## config.mk

```make
export PLATFORM = sky130hd
export DESIGN_NAME = emf_crc4_mf_sync
export DESIGN_NICKNAME = d
export VERILOG_FILES = /design/src/emf_pkg.sv /design/src/emf_crc4_mf_sync.sv
export VERILOG_INCLUDE_DIRS = /design/src
export SDC_FILE = /design/constraint.sdc
export NUM_CORES = 1
export LEC_CHECK = 0
export ABC_AREA = 1
export ABC_CLOCK_PERIOD_IN_PS = 2270
export BUFFER_PORTS_ARGS = -buffer_cell sky130_fd_sc_hd__buf_2
export CAP_MARGIN = 20
export CORE_ASPECT_RATIO = 0.6
export CORE_MARGIN = 8
export CORE_UTILIZATION = 42
export CTS_BUF_LIST = sky130_fd_sc_hd__clkbuf_8 sky130_fd_sc_hd__clkbuf_16
export DETAILED_ROUTE_END_ITERATION = 7
export GPL_TIMING_DRIVEN = 1
export PLACE_DENSITY = 0.66
export SLEW_MARGIN = 20
export SYNTH_ARGS = -nofsm -noshare
export SYNTH_HDL_FRONTEND = slang
export SYNTH_SLANG_ARGS = --single-unit
```

## constraint.sdc

```tcl
create_clock -name sys_clk_i -period 2.27 [get_ports sys_clk_i]
set_input_delay 0.1135 -clock sys_clk_i [delete_from_list [all_inputs] [get_ports sys_clk_i]]
set_output_delay 0.1135 -clock sys_clk_i [all_outputs]
set_load 0.02 [all_outputs]
```

## src/emf_regs.svh

```systemverilog
// constants for the crc-4 multiframe alignment block
`ifndef EMF_REGS_SVH
`define EMF_REGS_SVH

// ----------------------------------------
// frame and multiframe layout
// ----------------------------------------
`define EMF_MF_FRAMES     16
`define EMF_FRAME_BITS    256
`define EMF_LAST_BIT      8'h00ff
`define EMF_MFAS_PAT      6'h0b
`define EMF_MFAS_FRAME    4'hb
`define EMF_CRC_POLY      4'h3
`define EMF_LOSS_FAS_ERRS 2'h3
`define EMF_MFL_MON_BIT   1

// ----------------------------------------
// timing, in microseconds and clock rate
// ----------------------------------------
`define EMF_CLK_MHZ       25
`define EMF_T8_US         8000
`define EMF_T100_US       100000
`define EMF_T400_US       400000
`define EMF_T1S_US        1000000

`endif

```

## src/emf_pkg.sv

```systemverilog
// types for the crc-4 multiframe alignment block
package emf_pkg;

  // ----------------------------------------
  // reframe algorithm select
  // ----------------------------------------
  typedef enum logic [1:0] {
    EMF_MODE_8MS,
    EMF_MODE_100MS,
    EMF_MODE_400MS
  } emf_mode_e;

  // ----------------------------------------
  // multiframe alignment states
  // ----------------------------------------
  typedef enum logic [2:0] {
    EMF_LOST,
    EMF_SEARCH,
    EMF_CONFIRM,
    EMF_LOCKED,
    EMF_NOCRC
  } emf_state_e;

endpackage : emf_pkg

```

## src/emf_crc4_mf_sync.sv

```systemverilog
// receive crc-4 multiframe alignment, check and e-bit gating
//
// Contract
// - sixteen frames, two eight-frame submultiframes in order
// - each submultiframe is one 2048-bit check block
// - fas frames bit 1 carry c1..c4
// - non-fas bit 1 holds 001011 and e bits
// - e bits evaluated even if block errored
// - e-bit monitoring stops while multiframe lost
// - remainder of x^4-multiplied block mod x^4+x+1
// - first block bit is msb, c1 msb
// - check positions zeroed before remainder computed
// - compare remainder with next block check bits
// - basic loss forces multiframe lost, then re-search
// - crc counter and second monitoring freeze
// - e-bit counter and sa6 monitoring freeze
// - option bit: one count per lost second
// - two patterns within 8 ms, 2 ms apart
// - 8 ms failure starts parallel basic search
// - default mode keeps searching continuously
// - 100 ms timer expiry declares frame loss
// - 400 ms timer reset only on basic loss
// - parallel searches leave 400 ms timer alone
// - found alignment replaces differing primary alignment
// - 400 ms expiry: no-pattern flag, crc inhibited
// - three bad alignment words mean basic loss
`include "emf_regs.svh"

module emf_crc4_mf_sync #(
  parameter int unsigned TW   = 25,
  parameter int unsigned C8   = `EMF_T8_US * `EMF_CLK_MHZ,
  parameter int unsigned C100 = `EMF_T100_US * `EMF_CLK_MHZ,
  parameter int unsigned C400 = `EMF_T400_US * `EMF_CLK_MHZ,
  parameter int unsigned C1S  = `EMF_T1S_US * `EMF_CLK_MHZ
) (
  // clock and reset
  input  wire logic              sys_clk_i,
  input  wire logic              sys_rst_i,
  // line bits from the basic framer
  input  wire logic              rx_bit_i,
  input  wire logic              rx_bit_vld_i,
  input  wire logic              rx_frame_start_i,
  input  wire logic              rx_fas_frame_i,
  input  wire logic              basic_frame_locked_i,
  input  wire logic              fas_err_i,
  input  wire logic              fas_ok_i,
  input  wire logic              parallel_align_i,
  // configuration
  input  wire emf_pkg::emf_mode_e reframe_mode_i,
  input  wire logic              mf_lost_mon_en_i,
  // status and gating
  output logic                   multiframe_lost_o,
  output logic                   frame_align_lost_o,
  output logic                   parallel_search_o,
  output logic                   primary_replace_o,
  output logic                   no_mfa_signal_o,
  output logic                   crc_inhibit_o,
  output logic                   crc_chk_o,
  output logic                   crc_err_o,
  output logic                   ebit_zero_o,
  output logic                   perf_mon_en_o,
  output logic                   sa6_mon_en_o,
  output logic                   mf_lost_sec_tick_o
);

  localparam logic [TW-1:0] L8   = TW'(C8 - 1);
  localparam logic [TW-1:0] L100 = TW'(C100 - 1);
  localparam logic [TW-1:0] L400 = TW'(C400 - 1);
  localparam logic [TW-1:0] L1S  = TW'(C1S - 1);

  // ----------------------------------------
  // state
  // ----------------------------------------
  emf_pkg::emf_state_e st_q, st_d;
  logic [3:0]    fr_q, fr_d;
  logic [7:0]    bc_q, bc_d;
  logic [5:0]    hist_q, hist_d;
  logic [3:0]    crc_q, crc_d;
  logic [3:0]    rem_q, rem_d;
  logic          rem_vld_q, rem_vld_d;
  logic [3:0]    cb_q, cb_d;
  logic [1:0]    ferr_q, ferr_d;
  logic          lock_q, lock_d;
  logic          t400_run_q, t400_run_d;
  logic [TW-1:0] t8_q, t8_d;
  logic [TW-1:0] t100_q, t100_d;
  logic [TW-1:0] t400_q, t400_d;
  logic [TW-1:0] sec_q, sec_d;
  logic          align_lost_d, psrch_d, repl_d, chk_d, err_d, ez_d, tick_d;

  logic [3:0] fr_now;
  logic       bit1, fas_b1, match, blk_end, basic_loss;

  always_comb begin
    fr_now     = rx_frame_start_i ? fr_q + 4'h1 : fr_q;
    bit1       = rx_bit_vld_i && rx_frame_start_i;
    fas_b1     = bit1 && rx_fas_frame_i;
    match      = bit1 && !rx_fas_frame_i && ({hist_q[4:0], rx_bit_i} == `EMF_MFAS_PAT);
    blk_end    = rx_bit_vld_i && (bc_q == `EMF_LAST_BIT - 8'h01) && !rx_frame_start_i
                 && (fr_q[2:0] == 3'h7);
    basic_loss = fas_err_i && (ferr_q == `EMF_LOSS_FAS_ERRS - 2'h1);
  end

  // ----------------------------------------
  // next-state logic
  // ----------------------------------------
  always_comb begin
    st_d = st_q; fr_d = fr_now; bc_d = bc_q; hist_d = hist_q;
    crc_d = crc_q; rem_d = rem_q; rem_vld_d = rem_vld_q; cb_d = cb_q;
    ferr_d = ferr_q; lock_d = basic_frame_locked_i; t400_run_d = t400_run_q;
    t8_d = t8_q; t100_d = t100_q; t400_d = t400_q; sec_d = sec_q;
    align_lost_d = 1'b0; psrch_d = 1'b0; repl_d = 1'b0;
    chk_d = 1'b0; err_d = 1'b0; ez_d = 1'b0; tick_d = 1'b0;

    // bit position inside the 256-bit frame
    if (rx_bit_vld_i) begin
      bc_d = rx_frame_start_i ? 8'h00 : bc_q + 8'h01;
    end

    // serial division, check positions forced to zero
    if (rx_bit_vld_i) begin
      crc_d = {crc_q[2:0], 1'b0} ^
              (((fas_b1 ? 1'b0 : rx_bit_i) ^ crc_q[3]) ? `EMF_CRC_POLY : 4'h0);
    end
    if (blk_end) begin
      rem_d     = crc_d;
      crc_d     = 4'h0;
      rem_vld_d = (st_q == emf_pkg::EMF_LOCKED);
    end

    // check bits sit in bit 1 of the even frames, c1 first
    if (fas_b1 && !fr_now[0]) begin
      cb_d[3 - fr_now[2:1]] = rx_bit_i;
    end
    if (fas_b1 && fr_now[2:0] == 3'h6 && st_q == emf_pkg::EMF_LOCKED && rem_vld_q) begin
      chk_d = 1'b1;
      err_d = ({cb_q[3:1], rx_bit_i} != rem_q);
    end

    // e bits in frames 13 and 15, blind to the block result
    if (bit1 && !rx_fas_frame_i && st_q == emf_pkg::EMF_LOCKED
        && (fr_now == 4'hd || fr_now == 4'hf)) begin
      ez_d = !rx_bit_i;
    end

    // pattern history only from non-fas bit 1
    if (bit1 && !rx_fas_frame_i) begin
      hist_d = {hist_q[4:0], rx_bit_i};
    end

    // consecutive bad alignment words
    if (fas_ok_i) begin
      ferr_d = 2'h0;
    end else if (fas_err_i) begin
      ferr_d = basic_loss ? 2'h0 : ferr_q + 2'h1;
    end

    // 400 ms timer: first lock starts it, only basic loss clears it
    if (reframe_mode_i == emf_pkg::EMF_MODE_400MS) begin
      if (basic_loss || !basic_frame_locked_i) begin
        t400_run_d = 1'b0;
        t400_d     = '0;
      end else if (basic_frame_locked_i && !lock_q && !t400_run_q) begin
        t400_run_d = 1'b1;
        t400_d     = '0;
      end else if (t400_run_q && st_q != emf_pkg::EMF_LOCKED && t400_q != L400) begin
        t400_d = t400_q + 1'b1;
      end
    end else begin
      t400_run_d = 1'b0;
      t400_d     = '0;
    end

    // alignment state machine
    case (st_q)
      emf_pkg::EMF_LOST: begin
        t8_d = '0; t100_d = '0;
        if (basic_frame_locked_i) begin
          st_d = emf_pkg::EMF_SEARCH;
        end
      end
      emf_pkg::EMF_SEARCH, emf_pkg::EMF_CONFIRM: begin
        t8_d   = t8_q + 1'b1;
        t100_d = t100_q + 1'b1;
        if (match) begin
          // first sighting fixes the frame count; a repeat one multiframe on confirms
          if (st_q == emf_pkg::EMF_SEARCH) begin
            st_d = emf_pkg::EMF_CONFIRM;
            fr_d = `EMF_MFAS_FRAME;
          end else if (fr_now == `EMF_MFAS_FRAME) begin
            st_d   = emf_pkg::EMF_LOCKED;
            repl_d = (reframe_mode_i == emf_pkg::EMF_MODE_400MS) && parallel_align_i;
          end
        end
        if (st_d != emf_pkg::EMF_LOCKED && t8_q == L8) begin
          psrch_d = 1'b1;
          t8_d    = '0;
          st_d    = emf_pkg::EMF_SEARCH;
        end
        if (reframe_mode_i == emf_pkg::EMF_MODE_100MS && st_d != emf_pkg::EMF_LOCKED
            && t100_q == L100) begin
          align_lost_d = 1'b1;
          st_d  = emf_pkg::EMF_LOST;
        end
        if (reframe_mode_i == emf_pkg::EMF_MODE_400MS && st_d != emf_pkg::EMF_LOCKED
            && t400_q == L400) begin
          st_d = emf_pkg::EMF_NOCRC;
        end
      end
      emf_pkg::EMF_LOCKED: begin
        t8_d = '0; t100_d = '0;
      end
      default: begin
        t8_d = '0; t100_d = '0;
      end
    endcase

    // loss of the primary alignment overrides the next state and the frame-loss pulse
    if (!basic_frame_locked_i || basic_loss) begin
      st_d  = emf_pkg::EMF_LOST;
      align_lost_d = basic_loss;
    end
    if (st_d != emf_pkg::EMF_LOCKED) begin
      rem_vld_d = 1'b0;
    end

    // once-a-second tick while multiframe lost
    if (st_q != emf_pkg::EMF_LOCKED) begin
      sec_d  = (sec_q == L1S) ? '0 : sec_q + 1'b1;
      tick_d = mf_lost_mon_en_i && (sec_q == L1S);
    end else begin
      sec_d = '0;
    end
  end

  // ----------------------------------------
  // registers
  // ----------------------------------------
  always_ff @(posedge sys_clk_i) begin
    if (sys_rst_i) begin
      st_q <= emf_pkg::EMF_LOST;
      fr_q <= 4'h0; bc_q <= 8'h00; hist_q <= 6'h00;
      crc_q <= 4'h0; rem_q <= 4'h0; rem_vld_q <= 1'b0; cb_q <= 4'h0;
      ferr_q <= 2'h0; lock_q <= 1'b0; t400_run_q <= 1'b0;
      t8_q <= '0; t100_q <= '0; t400_q <= '0; sec_q <= '0;
      multiframe_lost_o <= 1'b1; frame_align_lost_o <= 1'b0;
      parallel_search_o <= 1'b0; primary_replace_o <= 1'b0;
      no_mfa_signal_o <= 1'b0; crc_inhibit_o <= 1'b0;
      crc_chk_o <= 1'b0; crc_err_o <= 1'b0; ebit_zero_o <= 1'b0;
      perf_mon_en_o <= 1'b0; sa6_mon_en_o <= 1'b0; mf_lost_sec_tick_o <= 1'b0;
    end else begin
      st_q <= st_d;
      fr_q <= fr_d; bc_q <= bc_d; hist_q <= hist_d;
      crc_q <= crc_d; rem_q <= rem_d; rem_vld_q <= rem_vld_d; cb_q <= cb_d;
      ferr_q <= ferr_d; lock_q <= lock_d; t400_run_q <= t400_run_d;
      t8_q <= t8_d; t100_q <= t100_d; t400_q <= t400_d; sec_q <= sec_d;
      multiframe_lost_o  <= (st_d != emf_pkg::EMF_LOCKED);
      frame_align_lost_o <= align_lost_d;
      parallel_search_o  <= psrch_d;
      primary_replace_o  <= repl_d;
      no_mfa_signal_o    <= (st_d == emf_pkg::EMF_NOCRC);
      crc_inhibit_o      <= (st_d == emf_pkg::EMF_NOCRC);
      crc_chk_o          <= chk_d;
      crc_err_o          <= err_d;
      ebit_zero_o        <= ez_d;
      perf_mon_en_o      <= (st_d == emf_pkg::EMF_LOCKED);
      sa6_mon_en_o       <= (st_d == emf_pkg::EMF_LOCKED);
      mf_lost_sec_tick_o <= tick_d;
    end
  end
endmodule : emf_crc4_mf_sync

```

* After elaboration in Yosys (flattened, before gate mapping)
Cells that the tools add are included.
W data, S select, Z words.
** Word-level totals
- Register bits after elaboration :: 147
** Cells by class
- $add $sub $neg :: 8
- $lt $le $gt $ge :: 2
- Reductions and logical operators :: 49
- Eq/ne operators :: 26
- Bitwise gates (word level) :: 9
- Multiplexer cells :: 29
** Operators by type and width (count)
- $add A25 B1 Y25 const B :: 4
- $mux W3 :: 11
- $ge A32 B1 Y1 const B :: 1
- $lt A32 B3 Y1 const B :: 1
- $logic_and A1 B1 Y1 :: 26
- $eq A25 B18 Y1 const B :: 1
- $eq A25 B22 Y1 const B :: 1
- $eq A25 B24 Y1 const B :: 1
- $eq A25 B25 Y1 const B :: 1
- $ne A25 B24 Y1 const B :: 1
- $mux W4 :: 5
- $reduce_or A2 Y1 :: 8
- $ne A3 B2 Y1 const B :: 5
- $eq A4 B4 Y1 const B :: 3
- $eq A3 B2 Y1 const B :: 3
- $eq A3 B3 Y1 const B :: 3
- $reduce_or A3 Y1 :: 3
- $add A8 B1 Y8 const B :: 1
- $eq A8 B8 Y1 const B :: 1
- $mux W8 :: 1
- $logic_not A1 Y1 :: 7
- $mux W1 :: 7
- $not A1 Y1 :: 7
- $eq A6 B4 Y1 const B :: 1
- 17 further kinds :: 20

* Logic depth before layout (Yosys ltp)
Gate-level depths: netlist of run 1.
- Depth in word-level cells :: 24
- Mapped depth :: 18

* Worst setup path before layout of run 1
Ideal clock, no wire load.
- Path type :: register to register
- Start :: register fr_q[0]
- End :: register rem_vld_q
- Setup slack :: 0.201 ns
- Arrival time :: 2.007 ns
- Required time :: 2.208 ns
- Buffers on the path :: 0
- Stages on the path, launching flop included :: 18
- Period minus slack after synthesis :: 2.069 ns
- Cell sequence :: dfxtp_1 > ha_1 > ha_1 > inv_1 > nand2_1 > nand2_2 > nand2_1 > nor2_2 > nand3_2 > a21oi_2 > nand2_2 > nand2_2 > nand3_1 > nand2_1 > nand2_2 > nor2_2 > nand3_2 > nor2_2
** On the way
- Longest elaborated chain between the ends :: 24
- Elaborated cells between the ends (all ways) :: 26
** RTL lines
- start: declaration :: RTL line emf_crc4_mf_sync.sv:75 : logic [3:0] fr_q, fr_d;
- start signal: assignment :: RTL line emf_crc4_mf_sync.sv:242 : fr_q <= 4'h0; bc_q <= 8'h00; hist_q <= 6'h00;
- start signal: assignment :: RTL line emf_crc4_mf_sync.sv:253 : fr_q <= fr_d; bc_q <= bc_d; hist_q <= hist_d;
- $add A4 B1 Y4 :: RTL line emf_crc4_mf_sync.sv:95 : fr_now = rx_frame_start_i ? fr_q + 4'h1 : fr_q;
- $mux W4 :: RTL line emf_crc4_mf_sync.sv:95
- $eq A4 B4 Y1 (no source line)
- $mux W3 :: RTL line emf_crc4_mf_sync.sv:190 : end else if (fr_now == `EMF_MFAS_FRAME) begin
- $mux W3 :: RTL line emf_crc4_mf_sync.sv:187 : if (st_q == emf_pkg::EMF_SEARCH) begin
- $mux W3 :: RTL line emf_crc4_mf_sync.sv:185 : if (match) begin
- $mux W3 :: RTL line emf_crc4_mf_sync.sv:175 : case (st_q)
- $ne A3 B2 Y1 :: RTL line emf_crc4_mf_sync.sv:195 : if (st_d != emf_pkg::EMF_LOCKED && t8_q == L8) begin
- [8 not listed]
- $ne A3 B2 Y1 :: RTL line emf_crc4_mf_sync.sv:205 : if (reframe_mode_i == emf_pkg::EMF_MODE_400MS && st_d != emf_pkg::EMF_LOCKED
- $logic_and A1 B1 Y1 :: RTL line emf_crc4_mf_sync.sv:205
- $logic_and A1 B1 Y1 :: RTL line emf_crc4_mf_sync.sv:206 : && t400_q == L400) begin
- $mux W3 :: RTL line emf_crc4_mf_sync.sv:205
- $pmux W3 S2 :: RTL line emf_crc4_mf_sync.sv:175
- $mux W3 :: RTL line emf_crc4_mf_sync.sv:219 : if (!basic_frame_locked_i || basic_loss) begin
- $ne A3 B2 Y1 :: RTL line emf_crc4_mf_sync.sv:223 : if (st_d != emf_pkg::EMF_LOCKED) begin
- $reduce_or A2 Y1 (no source line)
- end signal: assignment :: RTL line emf_crc4_mf_sync.sv:243 : crc_q <= 4'h0; rem_q <= 4'h0; rem_vld_q <= 1'b0; cb_q <= 4'h0;
- end signal: assignment :: RTL line emf_crc4_mf_sync.sv:254 : crc_q <= crc_d; rem_q <= rem_d; rem_vld_q <= rem_vld_d; cb_q <= cb_d;
- end: declaration :: RTL line emf_crc4_mf_sync.sv:80 : logic rem_vld_q, rem_vld_d;
Several ways; a longest one is shown, not always the timed one. The select of a mux whose other input is x is not followed.
A chain may end at the register's enable or synchronous reset.

* Final worst setup path of run 1
Same ends and word-level chain as after synthesis.

==> results.txt, run 1 <==
* Share of layout cells above drive strength 1: 0.1836
- Share of the synthesized area in the top cell type: 0.4168
- Crit start category: flop
- The die covers 21220 sq um.
- Vias in the first global route: 5624
- Result of the run: completed
- Via density: 4.969
* Clock transition at the register clock pins on the worst setup and hold paths after CTS: 0.06 ns
- The count of nets left with antenna violations once routing finished came out at 0.
- Worst-case vdd ir drop: 0.5501 mV
- After layout, the worst setup slack is 0.07009 ns.
* Flop-to-flop setup slack: 0.07 ns
* Drt first-iter violations: 552
- For this run, the leading register cell type out of synthesis is sky130_fd_sc_hd__dfxtp_1.
- Summed over all nets, wire length on met2 after detailed routing comes to 6479 um.
* Power density normalized to cell area: 668.1 nW/um^2
- For this run the aggregate overflow at the end of global routing stands at 0.
- Detailed-route wire length per cell: 12.68 um
- H-tree depth reported by CTS: 4
* Die width: 182.8 um
- After synthesis, the netlist uses 44 different library cells.
* Worst Clk Skew: 0.008252 ns
- Yosys mapped a number of flops with a built-in enable equal to 0.
* Highest clock rate: 454.6 MHz
* Diodes inserted: 0
* Final Hold Slack: 0.01453 ns
* Cell with the most instances after synthesis: sky130_fd_sc_hd__nand2_1
- The largest total area in the synthesized netlist belongs to sky130_fd_sc_hd__dfxtp_1.
* Post-route minimum period: 2.200 ns
- At the worst endpoint, the arrival time is 2.55 ns.
* Area overhead of the layout relative to synthesis: 21.20%
- Buffers placed on the I/O ports in this run total 24.
* Pin slew with the least headroom to its limit: 0.4599 ns
* Unrepaired setup endpoints after global routing: true
- By area the synthesized netlist is led by sky130_fd_sc_hd__dfxtp_1 42%, sky130_fd_sc_hd__nand2_1 8.3%, sky130_fd_sc_hd__inv_1 7.1%.
- Combined area of all synthesized cells: 7013 sq um
- The first global-routing pass estimated 26450 um of wire.
- Critical Path Most Common Cell: sky130_fd_sc_hd__nand2_2
- During I/O placement, the number of pins put on the boundary was 25.
* Crit path cell chain: ha_4 -> ha_4 -> inv_2 -> nand2_2 -> nand2_2 -> nand2_2 -> nor2_4 -> nand3_4 -> a21oi_2 -> nand2_2 -> a21oi_2 -> nand4_1 -> nand2_2 -> nand3_4 -> nor2_4
- Worst relative slew slack: 0.6906
- Along the worst path, the maximum fanout reaches 5.
- Share of the core filled with cells: 0.5213
- Crit path kind: flop to flop
* Clock net sink count: 146
* Latest clock arrival within the worst-skew pair: 0.42 ns
- The slowest stage of the critical path is the sky130_fd_sc_hd__dfxtp_2 cell.
- The largest single stage delay on the critical path is 0.34 ns.
- After technology mapping, the gate count stands at 971.
- The detailed router put a total of 8814 um of wire on met1.
* Multiplexer fraction of the synthesized cell area: 0.002855
- Post-synth top cells: 155 x sky130_fd_sc_hd__nand2_1, 146 x sky130_fd_sc_hd__dfxtp_1, 133 x sky130_fd_sc_hd__inv_1
- Max-cap viol count: 0
- In this run the core area contains 36 standard-cell rows.
- For the worst setup path, the data required time is 2.62 ns.
- Compound-cell area share of the yosys netlist: 0.09831
* Routed met3 length: 799 um
- Synth async-reset ratio: 0
* Starting Density: 0.4301
- XOR/XNOR share of the synthesized area: 0.03372
* #FFs+latches synth: 146
* Vias: 6355
- The total area inside the core boundary comes to 16310 sq um.
* Final max-slew violation count: 0
- Pre-CTS setup slack: -0.01800 ns
* Count of endpoints failing setup in the final report: 0
- Entering global routing, the biggest net connects 23 pins.
- Total Routed Length: 16220 um
* Simple-Gate Fraction of Synth Area: 0.3454
- Nature of the critical path endpoint: flop
- Synth Net Count: 992
* Buffer levels on the longest clock path: 2
- In this run, CTS created clock tree buffers numbering 17.
- The final count of hold timing violations came to 0.
- Of the available clock period, the critical path in the final layout requires 0.9691.
* GP Congestion: 0.8541
* GRT Util Overall: 0.1512
* Clock Tree Root: sky130_fd_sc_hd__clkbuf_16
- Adder-cell area share of the yosys netlist: 0.01427
* Chip height: 116.1 um
- The analysis attributes to cell leakage a power of 3.033 nW.
* Final layout net count: 1061
* Final sum of negative setup slack: 0 ns
* TritonCTS clock tree: done
- Seq/Total Area, Yosys: 0.4168
* Post-Syn Area per Cell: 7.222 sq um
- The number of antenna violations at the first check in global routing is 0.
* Estimated wirelength of the detail-placed design: 11310 um
- Main combinational cell family by area after synthesis: simple AND/OR/NAND/NOR gates
- During synthesis, Yosys emitted a total of 0 warnings.
- Type of the most critical hold path: primary input to flop
- DRC violation count after routing: 0
- For this run, the detailed router's first-pass iteration total came to 5.
- Highest layer used for signal routing: met4
## power breakdown
part           internal (W)  total [W]  leakage, nW  switching (W)
sequential          0.00259    0.00261         1.18      0.0000211
clock               0.00176    0.00284        0.284        0.00107
combinational     0.0000852   0.000231         1.57       0.000146
total               0.00444    0.00568         3.03        0.00124
## cells by family (layout without fill, tap and decap cells)
family                   count (synthesis)  count (layout)
XOR/XNOR                                27              27
multiplexers                             2               2
flip-flops                             146             146
AND/OR/NAND/NOR                        500             500
buffers and inverters                  158             238
AO/OA/AOI/OAI                          130             130
adder cells (fa/ha/maj)                  8               8
## metrics by stage
stage	std cells	total power (W)	area [sq um]
2_1_floorplan	971	0.002796	7013
3_3_place_gp	1229	0.002864	7506
3_5_place_dp	1229	0.002865	7506
4_1_cts	1265	0.005699	8163
5_1_grt	1279	0.005879	8499
6_report	1279	0.005678	8499
## state kept, by name, indices dropped and copies added (netlist names), 2 cells and up
| name | cells |
|---|---|
| rem_q | 4 |
| t400_q | 25 |
| t100_q | 25 |
| hist_q | 5 |
| bc_q | 8 |
| crc_q | 4 |
| t8_q | 25 |
| fr_q | 4 |
| sec_q | 25 |
| st_q | 3 |
| cb_q | 3 |
| ferr_q | 2 |
## final cells by class
| class | instances | area (sq um) |
|---|---|---|
| flip-flops and latches | 146 | 2934 |
| fillers | 1563 | 7806 |
| well taps | 228 | 285.3 |
| inverters | 143 | 539.3 |
| repair buffers | 65 | 459.2 |
| clock inverters | 11 | 138.9 |
| clock buffers | 19 | 452.9 |
| multi-input cells | 667 | 3690 |
## path summary, 6_finish.rpt
path | startpoint | endpoint | cells past startpoint
worst min-delay path | fas_ok_i | ferr_q[0] | 4
worst max-delay path | fr_q[0] | rem_vld_q | 15
worst max register to register | fr_q[0] | rem_vld_q | 15
worst min register to register | t100_q[0] | t100_q[0] | 1
## cells in the final DEF, fill, tap and decap left out, types with 4 or more instances in the layout
| master | n |
|---|---|
| sky130_fd_sc_hd__xnor2_1 | 4 |
| sky130_fd_sc_hd__nor2_2 | 16 |
| sky130_fd_sc_hd__or2_2 | 4 |
| sky130_fd_sc_hd__clkinvlp_4 | 4 |
| sky130_fd_sc_hd__nand3_2 | 6 |
| sky130_fd_sc_hd__buf_4 | 33 |
| sky130_fd_sc_hd__nand2_2 | 19 |
| sky130_fd_sc_hd__nor3_2 | 4 |
| sky130_fd_sc_hd__nand3_1 | 43 |
| sky130_fd_sc_hd__dfxtp_2 | 6 |
| sky130_fd_sc_hd__inv_1 | 131 |
| sky130_fd_sc_hd__nand2_1 | 146 |
| sky130_fd_sc_hd__a21oi_1 | 63 |
| sky130_fd_sc_hd__dfxtp_1 | 139 |
| sky130_fd_sc_hd__nor3b_2 | 7 |
| sky130_fd_sc_hd__nor4_1 | 20 |
| sky130_fd_sc_hd__xor2_1 | 23 |
| sky130_fd_sc_hd__buf_2 | 24 |
| sky130_fd_sc_hd__nand4_1 | 27 |
| sky130_fd_sc_hd__dlygate4sd3_1 | 6 |
| sky130_fd_sc_hd__nor3_1 | 48 |
| sky130_fd_sc_hd__ha_1 | 4 |
| sky130_fd_sc_hd__a31oi_1 | 6 |
| sky130_fd_sc_hd__nor2_4 | 10 |
| sky130_fd_sc_hd__o21ai_0 | 45 |
| sky130_fd_sc_hd__clkbuf_16 | 17 |
| sky130_fd_sc_hd__and3_1 | 4 |
| sky130_fd_sc_hd__nor2_1 | 121 |
| sky130_fd_sc_hd__nor3b_1 | 9 |
| sky130_fd_sc_hd__nand3_4 | 6 |
| sky130_fd_sc_hd__o21ai_1 | 4 |
| sky130_fd_sc_hd__inv_2 | 11 |
## per-layer routing
layer / up-vias / track usage
met5: - / 0
met4: 0 / 0.04531
met3: 11 / 0.03945
met2: 142 / 0.2098
met1: 2875 / 0.2230
li1: 3327 / -
## worst max-delay path, delay by kind of cell (launching register included)
kind	cells	cell delay, ns
flops	1	0.34
compound gates	2	0.33
buf+inv	1	0.05
fa+ha+maj	2	0.36
simple gates	10	1.06
## what timing repair did
item                       CTS  global route
hold buffers                 6             0
setup buffers                0            14
pin swaps                    0            35
resized for setup            1            60
setup endpoints to repair    2            40
hold endpoints to repair     6             0
Power figures use the tool's default switching activity.
==> inputs of run 2 (changes only) <==
--- a/config.mk
+++ b/config.mk
@@ -16,7 +16,9 @@
 export CTS_BUF_LIST = sky130_fd_sc_hd__clkbuf_8 sky130_fd_sc_hd__clkbuf_16
 export DETAILED_ROUTE_END_ITERATION = 7
 export GPL_TIMING_DRIVEN = 1
+export HOLD_SLACK_MARGIN = 0.15
 export PLACE_DENSITY = 0.66
+export REMOVE_ABC_BUFFERS = 1
 export SLEW_MARGIN = 20
 export SYNTH_ARGS = -nofsm -noshare
 export SYNTH_HDL_FRONTEND = slang
==> run 2 against run 1 <==
  * Clock skew rose by 0.0021 ns
  * Cell count rose by 0.23%
  * Largest cell class unchanged
  * Total power rose by 8.3%
==> results.txt, run 2 (synthesized netlist as in run 1, its figures left out) <==
- Total Routed Length: 16190 um
- GR Overflow Total: 0
- Post-route minimum period: 2.235 ns
* Detailed-route wire length per cell: 12.63 um
* Share of the core filled with cells: 0.5258
* Endpoints failing hold: 0
- Worst relative slew slack: 0.6798
- Row generation in the floorplan step produced 36 rows.
- For this run, the top clock speed supported by timing is 447.4 MHz.
- Number of cells after detailed placement: 1229
* Source of the worst register-to-register timing path: fr_q[0]
- After clock tree synthesis, the clock-pin slew on the worst setup and hold paths is 0.06 ns.
* End of the worst register-to-register path: crc_inhibit_o
- Vias in the first global route: 5711
- DRC violation count after routing: 0
- Detailed-routing iteration count for the pre-antenna-repair pass: 7
- The count of nets left with antenna violations once routing finished came out at 0.
- In this run the register-to-register setup slack is 0.03 ns.
- Across the run, the number of max-cap violations was 0.
- Pin slew with the least headroom to its limit: 0.4797 ns
- Final max-slew violation count: 0
* Count of endpoints failing setup in the final report: 0
* Type of the most critical hold path: primary input to flop
- Leaving out filler cells and counting taps, the final layout contains 1282.
- In this run the power density over the cells is 717.3 nW/um^2.
- The first global-routing pass estimated 27320 um of wire.
- Count of boundary I/O pins: 25
* Worst Clk Skew: 0.01040 ns
- In the post-route analysis, the smallest setup slack over all paths is 0.03480 ns.
- Number of antenna violations at the first check in global routing: 1
- Clock net sink count: 146
* GRT Util Overall: 0.1567
* Crit path kind: flop to flop
* Final Hold Slack: 0.1690 ns
- The library cell used most frequently in the layout, excluding fill and tap cells, is sky130_fd_sc_hd__nand2_1.
- Area overhead of the layout relative to synthesis: 22.25%
- Area inside the core boundary: 16310 sq um
- STA classifies the critical path startpoint as a flop.
* Final cycle utilization of the critical path: 0.9847
* Worst-case vdd ir drop: 0.5103 mV
- Summing over every cut layer, the via total after detailed routing is 6278.
- The run finished with clean final reports.
- Starting Density: 0.4301
- Latest clock arrival within the worst-skew pair: 0.42 ns
* Chip height: 116.1 um
* Estimated wirelength of the detail-placed design: 11470 um
- Final layout net count: 1062
- Entering global routing, the biggest net connects 23 pins.
- GP Congestion: 0.8379
* Lkg Pwr: 3.079 nW
* Unrepaired setup endpoints after global routing: true
- In this run the worst setup path begins at fr_q[0].
* Required time reported for the critical path endpoint: 2.62 ns
- STA classifies the critical path endpoint as a flop.
* Die Area: 21220 sq um
* Arrival time of the worst setup path: 2.58 ns
* Number of port buffers: 24
* H-tree depth reported by CTS: 4
* TritonCTS clock tree: done
- Dividing the detail-routed via count by the number of cells gives 4.897.
- Prior to clock tree synthesis, the placed netlist has a worst setup slack of 0.02045 ns.
- For the worst flop-to-flop path, the logic depth is 17.
* Max FO, Critical Path: 5
- The most critical setup path has its endpoint at crc_inhibit_o.
* Commonest non-fill, non-tap cells in the layout: 151 x sky130_fd_sc_hd__nand2_1, 143 x sky130_fd_sc_hd__dfxtp_1, 133 x sky130_fd_sc_hd__inv_1, 120 x sky130_fd_sc_hd__nor2_1, 63 x sky130_fd_sc_hd__a21oi_1
* Die width: 182.8 um
* Buffer levels on the longest clock path: 2
- For this block, the initial DRC count from the detailed router was 366.
- Clock Tree Root: sky130_fd_sc_hd__clkbuf_16
- Counting the buffers created by CTS gives 17.
- In the final layout, the share of cells above drive strength 1 is 0.1671.
## run 2: changes by cell type in the layout (fill, tap and decap cells not counted), sizes merged
cell	delta
bufinv	+4
buf	-8
dlygate4sd3	+9
diode	+1
clkinvlp	-3
clkbuf	-2
inv	+1
clkinv	+1
## run 2: report_power, final
part	leakage, nW	switching, W	internal, W
registers	1.18	0.0000195	0.00259
clock network	0.335	0.00113	0.00217
logic	1.56	0.000145	0.0000945
total	3.08	0.00130	0.00485
## run 2: worst min-delay path by stage
stage          slack [ns]  cells after the start        startpoint                 end
6_report             0.17                      3      rx_bit_vld_i             bc_q[0]
3_3_place_gp         0.35                      2  mf_lost_mon_en_i  mf_lost_sec_tick_o
3_5_place_dp         0.36                      2  mf_lost_mon_en_i  mf_lost_sec_tick_o
4_1_cts              0.15                      3      rx_bit_vld_i             bc_q[0]
5_1_grt              0.21                      3      rx_bit_vld_i           hist_q[4]
2_1_floorplan        0.18                      1         sys_rst_i             fr_q[1]
## run 2: area by class of cell
| cell class | count | area [sq um] |
|---|---|---|
| diodes | 1 | 2.502 |
| inverters | 143 | 539.3 |
| well taps | 228 | 285.3 |
| multi-input cells | 667 | 3647 |
| clock inverters | 14 | 261.5 |
| clock buffers | 17 | 425.4 |
| repair buffers | 66 | 485.5 |
| flip-flops and latches | 146 | 2927 |
| fillers | 1586 | 7732 |
## run 2: worst max-delay path, cell delays in order (launching register included)
cell	delay [ns]
sky130_fd_sc_hd__dfxtp_2	0.34
sky130_fd_sc_hd__ha_4	0.16
sky130_fd_sc_hd__ha_4	0.23
sky130_fd_sc_hd__inv_2	0.05
sky130_fd_sc_hd__nand2_2	0.04
sky130_fd_sc_hd__nand2_2	0.09
sky130_fd_sc_hd__nand2_2	0.08
sky130_fd_sc_hd__nor2_4	0.14
sky130_fd_sc_hd__nand3_4	0.11
sky130_fd_sc_hd__a21oi_2	0.20
sky130_fd_sc_hd__nand2_2	0.13
sky130_fd_sc_hd__nand2_2	0.10
sky130_fd_sc_hd__nand2_1	0.05
sky130_fd_sc_hd__nand2_1	0.06
sky130_fd_sc_hd__nand2_1	0.06
sky130_fd_sc_hd__nand2_2	0.09
sky130_fd_sc_hd__nand2_1	0.08
sky130_fd_sc_hd__nor3_2	0.14
## run 2: repair_timing
action,CTS,global route
endpoints found under the hold margin,20,0
buffers inserted,0,6
setup endpoints to repair,1,48
pin swaps,0,15
cloned,0,0
gates resized for setup,1,44
hold buffers,15,0
## run 2: through the flow
| stage | power (W) | setup TNS [ns] | instance area (sq um) |
|---|---|---|---|
| floorplan | 0.002779 | 0 | 6930 |
| global placement | 0.002861 | 0 | 7506 |
| detailed placement | 0.002862 | 0 | 7506 |
| CTS | 0.006180 | 0 | 8346 |
| global route | 0.006353 | -0.5110 | 8573 |
| finish | 0.006150 | 0 | 8573 |
## run 2: metal layers
layer,track usage,wire length (um)
met1,0.2339,8935
met2,0.2178,6392
met3,0.04070,748
met4,0.03830,116
met5,0,0
